$ cat src/core/dic_consts.svh
`ifndef DIC_CONSTS_SVH
`define DIC_CONSTS_SVH

`define DIC_NSRC 11
`define DIC_AW 6
// implemented sources: 0..5 pci lines, 6 host ext, 7 bus error, 8 keyboard, 10 serial
`define DIC_IMPL_MASK 11'h5FF
// lines whose native sense is active low (pci lines)
`define DIC_LOW_TRUE 11'h03F
`define DIC_OFS_TGT_A 6'h04
`define DIC_OFS_REQ_A 6'h0C
`define DIC_OFS_TGT_B 6'h10
`define DIC_OFS_REQ_B 6'h14
`define DIC_OFS_MASK 6'h18
`define DIC_OFS_PEND 6'h1C
`define DIC_OFS_STEER 6'h24
`define DIC_OFS_LEVEL 6'h28
`define DIC_OFS_IST 6'h30
`define DIC_OFS_IMASK 6'h34
`define DIC_NEV 2
`define DIC_ADDR_LOW_ZERO 32'hFFFF_FFE0
`define DIC_GROUP_BITS 32'h0000_001F

`endif

$ cat src/core/dic_pkg.sv
`include "dic_consts.svh"

package dic_pkg;
	typedef enum logic [1:0] {DIC_HB_IDLE, DIC_HB_WRITE} dic_hb_state_t;

	typedef struct packed {
		logic [`DIC_NSRC-1:0] s1;
		logic [`DIC_NSRC-1:0] s2;
		logic [`DIC_NSRC-1:0] s3;
	} dic_sync_t;

	typedef struct packed {
		logic [`DIC_NSRC-1:0] pend;
		logic [`DIC_NSRC-1:0] mask;
		logic [`DIC_NSRC-1:0] steer;
		logic [31:0] tgt_a;
		logic [31:0] tgt_b;
		logic [`DIC_NSRC-1:0] req_a;
		logic [`DIC_NSRC-1:0] req_b;
		logic clr_a;
		logic clr_b;
		logic [`DIC_NSRC-1:0] clr_bits;
		logic wr_pend_a;
		logic wr_pend_b;
		dic_hb_state_t hb_st;
		logic hb_write;
		logic [31:0] hb_address;
		logic [31:0] hb_writedata;
		logic hb_src_b;
		logic avs_wait;
		logic [31:0] avs_rdata;
		logic [`DIC_NEV-1:0] ist;
		logic [`DIC_NEV-1:0] imask;
		logic irq;
	} dic_state_t;
endpackage

$ cat src/core/dic_top.sv
// Behaviour
// - two independent controllers A and B; each source steerable to either
// - registers are never byte-swapped; software uses big-endian access
// - pending bit sets only on inactive-to-active line transition
// - mask bit 1 enables pending source, 0 blocks; mask zero after reset
// - steering register cleared at reset, all sources start on A
// - new request bit makes the controller master one host-bus write
// - cycle after reading a request register, it and its pending bits clear
// - level register read-only, shows each implemented line active high
// - 32-bit word access; unimplemented bits ignore writes
// - address register holds target address and group code per controller
// - write address low five bits zero; data holds group code only
// - sources 0-5 pci, 6 external, 7 bus error, 8 keyboard, 10 serial
`timescale 1ns/1ps
`default_nettype none
`include "dic_consts.svh"

module dic_top (
	input wire logic clk_sys, // 10 MHz system clock
	input wire logic rst, // async reset, active high
	input wire logic [`DIC_NSRC-1:0] irq_line, // interrupt source pins, native sense
	input wire logic [`DIC_AW-1:0] avs_address, // register byte address
	input wire logic avs_read, // register read request
	input wire logic avs_write, // register write request
	input wire logic [31:0] avs_writedata, // register write data
	input wire logic [3:0] avs_byteenable, // write byte lanes
	output logic [31:0] avs_readdata, // register read data
	output logic avs_waitrequest, // low for the one accepting cycle
	output logic hb_write, // host-bus interrupt write request
	output logic [31:0] hb_address, // interrupt write address
	output logic [31:0] hb_writedata, // interrupt write data
	input wire logic hb_waitrequest, // host bus stall
	output logic irq // level interrupt, unmasked event pending
);
	import dic_pkg::*;

	dic_state_t st;
	dic_state_t next_st;
	logic [`DIC_NSRC-1:0] lvl;
	logic [`DIC_NSRC-1:0] rise;
	logic acc;
	logic rd;
	logic wr;
	logic [31:0] wmask;
	logic [`DIC_NSRC-1:0] impl;
	logic [`DIC_NSRC-1:0] new_a;
	logic [`DIC_NSRC-1:0] new_b;
	logic [`DIC_NEV-1:0] ev;
	logic [31:0] merged_mask;
	logic [31:0] merged_steer;

	dic_line_sync u_sync (
		.clk_sys(clk_sys),
		.rst(rst),
		.line_raw(irq_line),
		.level(lvl),
		.rise(rise)
	);

	assign impl = `DIC_IMPL_MASK;
	// request seen while waitrequest is high: read data loaded then; a write lands at the edge that ends it
	assign acc = st.avs_wait & (avs_read | avs_write);
	assign rd = acc & avs_read;
	assign wr = ~st.avs_wait & avs_write;
	assign wmask = {{8{avs_byteenable[3]}}, {8{avs_byteenable[2]}}, {8{avs_byteenable[1]}}, {8{avs_byteenable[0]}}};

	function automatic logic [31:0] merge(input logic [31:0] old, input logic [31:0] d, input logic [31:0] m);
		merge = (old & ~m) | (d & m);
	endfunction

	assign merged_mask = merge({21'h0, st.mask}, avs_writedata, wmask);
	assign merged_steer = merge({21'h0, st.steer}, avs_writedata, wmask);

	always_comb begin
		next_st = st;
		new_a = '0;
		new_b = '0;
		ev = '0;
		next_st.avs_wait = 1'b1;
		next_st.clr_a = 1'b0;
		next_st.clr_b = 1'b0;
		if (acc) begin
			next_st.avs_wait = 1'b0;
		end

		// read access; no byte swapping on the way out
		if (rd) begin
			case (avs_address)
				`DIC_OFS_TGT_A: next_st.avs_rdata = st.tgt_a;
				`DIC_OFS_TGT_B: next_st.avs_rdata = st.tgt_b;
				`DIC_OFS_REQ_A: begin
					next_st.avs_rdata = {21'h0, st.req_a};
					next_st.clr_a = 1'b1;
					next_st.clr_bits = st.req_a;
				end
				`DIC_OFS_REQ_B: begin
					next_st.avs_rdata = {21'h0, st.req_b};
					next_st.clr_b = 1'b1;
					next_st.clr_bits = st.req_b;
				end
				`DIC_OFS_MASK: next_st.avs_rdata = {21'h0, st.mask};
				`DIC_OFS_PEND: next_st.avs_rdata = {21'h0, st.pend};
				`DIC_OFS_STEER: next_st.avs_rdata = {21'h0, st.steer};
				`DIC_OFS_LEVEL: next_st.avs_rdata = {21'h0, lvl & impl};
				`DIC_OFS_IST: next_st.avs_rdata = {30'h0, st.ist};
				`DIC_OFS_IMASK: next_st.avs_rdata = {30'h0, st.imask};
				default: next_st.avs_rdata = 32'h0000_0000;
			endcase
		end

		// pending latch: edge-set, wins over any clear in the same cycle
		if (wr && avs_address == `DIC_OFS_PEND) begin
			next_st.pend = '0;
		end else if (st.clr_a || st.clr_b) begin
			next_st.pend = st.pend & ~st.clr_bits;
		end
		next_st.pend = next_st.pend | (rise & impl);

		// register writes, unimplemented bits untouched
		if (wr) begin
			case (avs_address)
				`DIC_OFS_TGT_A: next_st.tgt_a = merge(st.tgt_a, avs_writedata, wmask);
				`DIC_OFS_TGT_B: next_st.tgt_b = merge(st.tgt_b, avs_writedata, wmask);
				`DIC_OFS_MASK: next_st.mask = merged_mask[`DIC_NSRC-1:0] & impl;
				`DIC_OFS_STEER: next_st.steer = merged_steer[`DIC_NSRC-1:0] & impl;
				`DIC_OFS_IST: next_st.ist = st.ist & ~(avs_writedata[`DIC_NEV-1:0] & wmask[`DIC_NEV-1:0]);
				`DIC_OFS_IMASK: next_st.imask = avs_writedata[`DIC_NEV-1:0];
				default: next_st.avs_wait = 1'b1; // unmapped: acknowledged, ignored
			endcase
		end

		// request registers follow pending, mask and steering
		next_st.req_a = st.clr_a ? '0 : st.pend & st.mask & ~st.steer;
		next_st.req_b = st.clr_b ? '0 : st.pend & st.mask & st.steer;
		new_a = next_st.req_a & ~st.req_a;
		new_b = next_st.req_b & ~st.req_b;
		if (|new_a) begin
			next_st.wr_pend_a = 1'b1;
		end
		if (|new_b) begin
			next_st.wr_pend_b = 1'b1;
		end

		// host-bus write engine, A before B
		case (st.hb_st)
			DIC_HB_IDLE: begin
				if (st.wr_pend_a) begin
					next_st.wr_pend_a = |new_a;
					next_st.hb_st = DIC_HB_WRITE;
					next_st.hb_write = 1'b1;
					next_st.hb_src_b = 1'b0;
					next_st.hb_address = st.tgt_a & `DIC_ADDR_LOW_ZERO;
					next_st.hb_writedata = st.tgt_a & `DIC_GROUP_BITS;
				end else if (st.wr_pend_b) begin
					next_st.wr_pend_b = |new_b;
					next_st.hb_st = DIC_HB_WRITE;
					next_st.hb_write = 1'b1;
					next_st.hb_src_b = 1'b1;
					next_st.hb_address = st.tgt_b & `DIC_ADDR_LOW_ZERO;
					next_st.hb_writedata = st.tgt_b & `DIC_GROUP_BITS;
				end
			end
			DIC_HB_WRITE: begin
				if (!hb_waitrequest) begin
					next_st.hb_st = DIC_HB_IDLE;
					next_st.hb_write = 1'b0;
					ev[st.hb_src_b] = 1'b1;
				end
			end
			default: begin
				next_st.hb_st = DIC_HB_IDLE;
				next_st.hb_write = 1'b0;
			end
		endcase

		// completed interrupt writes are sticky; set beats a same-cycle clear
		next_st.ist = next_st.ist | ev;
		next_st.irq = |(next_st.ist & next_st.imask);
	end

	always_ff @(posedge clk_sys or posedge rst) begin
		if (rst) begin
			st <= '0; // mask and steering zero: all blocked, all on A
			st.avs_wait <= 1'b1;
			st.hb_st <= DIC_HB_IDLE;
		end else begin
			st <= next_st;
		end
	end

	assign avs_readdata = st.avs_rdata;
	assign avs_waitrequest = st.avs_wait;
	assign hb_write = st.hb_write;
	assign hb_address = st.hb_address;
	assign hb_writedata = st.hb_writedata;
	assign irq = st.irq;

	// checks
	logic [`DIC_NSRC-1:0] rise_q;
	always_ff @(posedge clk_sys or posedge rst) begin
		if (rst) begin
			rise_q <= '0;
		end else begin
			rise_q <= rise;
		end
	end

	// per-source checks on latching and routing
	logic [`DIC_NSRC-1:0] want_a;
	logic [`DIC_NSRC-1:0] want_b;

	assign want_a = st.pend & st.mask & ~st.steer;
	assign want_b = st.pend & st.mask & st.steer;

	genvar gi;
	generate
		for (gi = 0; gi < `DIC_NSRC; gi++) begin : g_chk

		end
	endgenerate
endmodule

`default_nettype wire

$ cat src/core/dic_line_sync.sv
`timescale 1ns/1ps
`default_nettype none
`include "dic_consts.svh"

module dic_line_sync (
	input wire logic clk_sys, // system clock
	input wire logic rst, // async reset, active high
	input wire logic [`DIC_NSRC-1:0] line_raw, // interrupt pins, native sense
	output logic [`DIC_NSRC-1:0] level, // synchronised, active high
	output logic [`DIC_NSRC-1:0] rise // one-cycle inactive-to-active pulse
);
	import dic_pkg::*;

	localparam logic [`DIC_NSRC-1:0] LOWT = `DIC_LOW_TRUE;

	dic_sync_t st;
	dic_sync_t next_st;

	// pins pass both flops untouched; polarity is fixed only after the second one
	genvar i;
	generate
		for (i = 0; i < `DIC_NSRC; i++) begin : g_line
			assign level[i] = st.s2[i] ^ LOWT[i];
			assign rise[i] = level[i] & ~st.s3[i];
		end
	endgenerate

	always_comb begin
		next_st = st;
		next_st.s1 = line_raw;
		next_st.s2 = st.s1;
		next_st.s3 = level;
	end

	always_ff @(posedge clk_sys or posedge rst) begin
		if (rst) begin
			// flops start at the idle pin level so release shows no false edge
			st <= {LOWT, LOWT, {`DIC_NSRC{1'b0}}};
		end else begin
			st <= next_st;
		end
	end
endmodule

`default_nettype wire

$ cat config.mk
export PLATFORM = sky130hd
export DESIGN_NAME = dic_top
export DESIGN_NICKNAME = d
export VERILOG_FILES = /design/src/core/dic_pkg.sv /design/src/core/dic_top.sv /design/src/core/dic_line_sync.sv
export VERILOG_INCLUDE_DIRS = /design/src /design/src/core
export SDC_FILE = /design/constraint.sdc
export NUM_CORES = 1
export LEC_CHECK = 0
export BUFFER_PORTS_ARGS = -buffer_cell sky130_fd_sc_hd__buf_2
export CORE_MARGIN = 4
export CORE_UTILIZATION = 26
export DETAILED_ROUTE_END_ITERATION = 7
export GPL_ROUTABILITY_DRIVEN = 0
export GPL_TIMING_DRIVEN = 0
export PLACE_DENSITY = 0.55
export SLEW_MARGIN = 20
export SYNTH_ARGS = -nofsm -noshare
export SYNTH_HDL_FRONTEND = slang
export SYNTH_SLANG_ARGS = --single-unit
$ cat constraint.sdc
create_clock -name clk_sys -period 7.5 [get_ports clk_sys]
set_input_delay 0.375 -clock clk_sys [delete_from_list [all_inputs] [get_ports clk_sys]]
set_output_delay 0.375 -clock clk_sys [all_outputs]
set_load 0.05 [all_outputs]
==> flow_metrics.tcl <==
set metrics [dict create \
    drtIter0Drc 598 \
    syn_area_um2 10600 \
    drt-vias-per-instance 4.72 \
    arrival_ns 3.20 \
    fin_skew_ns 0.00943 \
    antenna_cells 0 \
    ant_nets 0 \
    final.min_clock_period_ns 2.79 \
    synth_largest_area_cell "dfrtp_1" \
    io_buffer_count 120 \
    rr_worst_depth 5 \
    leakage_nw 6.13 \
    synth_warnings 0 \
    cts_buffer_depth 3 \
    rsz0062_at_grt "no" \
    drv_cap 0 \
    ys_dominant_reg_cell "dfrtp_1" \
    p_per_area_nw_per_um2 287 \
    cts.reportedPaths.clkPinSlew_ns 0.06 \
    coreArea_um2 40000 \
    holdCritStartpoint "avs_read" \
    dp_hpwl_um 23100 \
    area_delta_synth_final_pct 22.9 \
    synth-async-reset-ratio_pct 100 \
    die_area_um2 44000 \
    post_synth.cell_area_avg_um2 11.1 \
    worstMarginPinSlew_ns 1.14 \
    worst_ep_required_time_ns 7.91 \
    wl_um 31600 \
    yosys-top-cells-area "dfrtp_1 (51%), mux2_2 (8.0%), buf_4 (6.9%)" \
    whs_path_depth 2 \
    die_y_um 210 \
    layout-drive-gt1-share_pct 32.9 \
    outcome "completed" \
    track_usage_pct 13.9 \
    cp-end-kind "flop" \
    dr_total_vias 7979 \
    cts_root_buf "clkbuf_16" \
    worstSkewPairLatency_ns 0.53 \
    rows 73 \
    ys_types 54 \
    max-slew-margin-rel_pct 24.1 \
    hp-class "in2reg" \
    drc 0 \
    ys_seq_area_share_pct 54.5 \
    start_kind "input pin" \
    cts_tree "yes" \
    report.final.setup_viol 0 \
    peakVddDrop_v 0.000148 \
    synth_edf_count 0 \
    die_w_um 210 \
    grt-ovfl-total 0 \
    grt_pass1_wl_um 48000 \
    synth_top_area_share_pct 51.3 \
    ys_ff_latch 230 \
    wl_met2_um 14300 \
    h-tree-depth 1 \
    post_drt_wl_per_cell_um 18.7 \
    slew_viol_final 0 \
    io_pins 157 \
    crit_start "avs_write" \
    routedLengthMet1_um 14100 \
    max_freq_ghz 0.359 \
    period_share_pct 37.2 \
    critPathMaxFanout 10 \
    top_layer_used "met5" \
    wl_met3_um 2540 \
    dr.pass1.iters 5 \
    initial_utilization_pct 26.5 \
    clkSinkCount 230 \
    totalPowerFinal_mw 3.74 \
    nets 1203 \
    final_util_pct 32.6 \
    regToRegStartpoint "avs_waitrequest" \
    grt_pass1_vias 7854 \
    antenna_found_initial 4 \
    n_fill_cell 4083 \
    cts_buffers 26 \
    post_cts_buffers 0 \
    critPathKind "in2reg" \
    hold_viol 0 \
    grt_max_degree 105 \
    synthCells 951 \
]
==> state kept, by name, summed over array words and instances (netlist names) <==
name / count
avs_waitrequest: 1
st: 134
irq: 1
avs_readdata: 32
hb_address: 27
u_sync.next_st: 10
hb_writedata: 5
u_sync.st: 16
u_sync.level: 4
==> cell families (layout without fill, tap and decap cells) <==
kind of cell | count (synthesis) | count (layout) | synth area share [%]
xor gates and xnor gates | 1 | 1 | 0.0827
AOI/OAI and AO/OA | 219 | 219 | 13.3
and+or+nand+nor | 224 | 224 | 10.5
other | 1 | 32 | 0.0354
buffers and inverters | 170 | 353 | 9.90
muxes | 106 | 106 | 11.7
DFF | 230 | 230 | 54.5
==> cells in the mapped netlist (3+ instances only) <==
cell type / n
dfrtp_1: 217
nor3_1: 22
mux2_2: 75
buf_2: 10
nand2_1: 105
mux2i_1: 13
clkbuf_1: 37
a221oi_1: 3
buf_6: 3
nor2b_1: 9
nor4b_1: 3
o22ai_1: 13
nor4_1: 9
and3_1: 4
inv_1: 19
a31oi_1: 3
a21oi_1: 28
a22o_1: 12
nand4_1: 3
buf_1: 3
dfstp_2: 13
a22oi_1: 75
mux4_2: 3
nor3b_1: 11
nand2b_1: 3
mux2_1: 7
a2111oi_0: 3
nand3_1: 6
buf_4: 97
mux2_4: 8
nor2_1: 33
o21ai_0: 71
==> cell type report <==
class                   count  area [um2]  area share (%)
plain buffers             151         977            7.50
clock buffers              44         798            6.13
clock inverters             4        60.1           0.461
inverters                  19        78.8           0.605
multi-input cells         582        3900            29.9
flip-flops and latches    230        5770            44.3
well taps                 525         657            5.04
repair buffers            135         783            6.01
==> layout by cell type (no fill, tap or decap), drive strengths merged, types with 3 or more instances in the layout <==
cell type,instances
o21ai,71
nand4,3
nor4b,4
buf,237
dfstp,13
a2111oi,3
nand2,105
nor3b,11
nor2,35
clkinv,3
nand2b,3
a22o,12
nor3,24
dfrtp,217
a21oi,28
mux2,90
clkbuf,81
dlygate4sd3,12
mux2i,13
inv,19
mux4,3
o22ai,13
nor2b,9
a22oi,75
nor4,9
nand3,8
conb,32
a221oi,3
and3,5
a31oi,3
==> routing by layer <==
layer | vias to the layer above | GRT usage [%]
met3 | 57 | 3.20
met5 | - | 0
li1 | 3660 | -
met4 | 8 | 2.95
met1 | 3949 | 19.8
met2 | 305 | 21.6
==> worst max-delay path, cell delays in order <==
cell and delay [ns]:
dlygate4sd3_1 0.52, buf_2 0.10, nor2b_1 0.35, buf_1 0.56, nand2_1 0.20, nor2_1 0.68
mux2_2 0.41
==> path summary, 6_finish.rpt <==
path	end	slack, ns
min in group asynchronous	u_sync.st[1]	0.35
setup reg to reg	st[188]	4.83
hold / removal	avs_waitrequest	0.03
setup / recovery	st[188]	4.71
hold reg to reg	u_sync.level[7]	0.35
max in group asynchronous	avs_waitrequest	6.35
==> metrics by stage <==
step                      worst slack, ns  instance area, um2  std cells  TNS [ns]  hold WS (ns)
after floorplan                     0.842               10700        982         0         0.331
after global routing                 4.52               13000       1690         0        0.0339
final                                4.71               13000       1690         0        0.0312
after CTS                            4.72               13000       1690         0        0.0114
after global placement              -1.95               12000       1627   -417.62         0.337
after detailed placement             4.64               12000       1630         0         0.335
==> what timing repair did <==
action | 4_1_cts | 5_1_grt
hold buffers | 12 | 0
resized for setup | 0 | 0
endpoints found under the setup margin | 0 | 0
endpoints found under the hold margin | 31 | 0
==> where the power goes <==
| group | switching (mW) | internal, mW | total (mW) |
|---|---|---|---|
| sequential | 0.108 | 1.37 | 1.48 |
| combinational | 0.693 | 0.317 | 1.01 |
| clock | 0.497 | 0.757 | 1.25 |
| total | 1.30 | 2.44 | 3.74 |
Power figures use the tool's default switching activity.
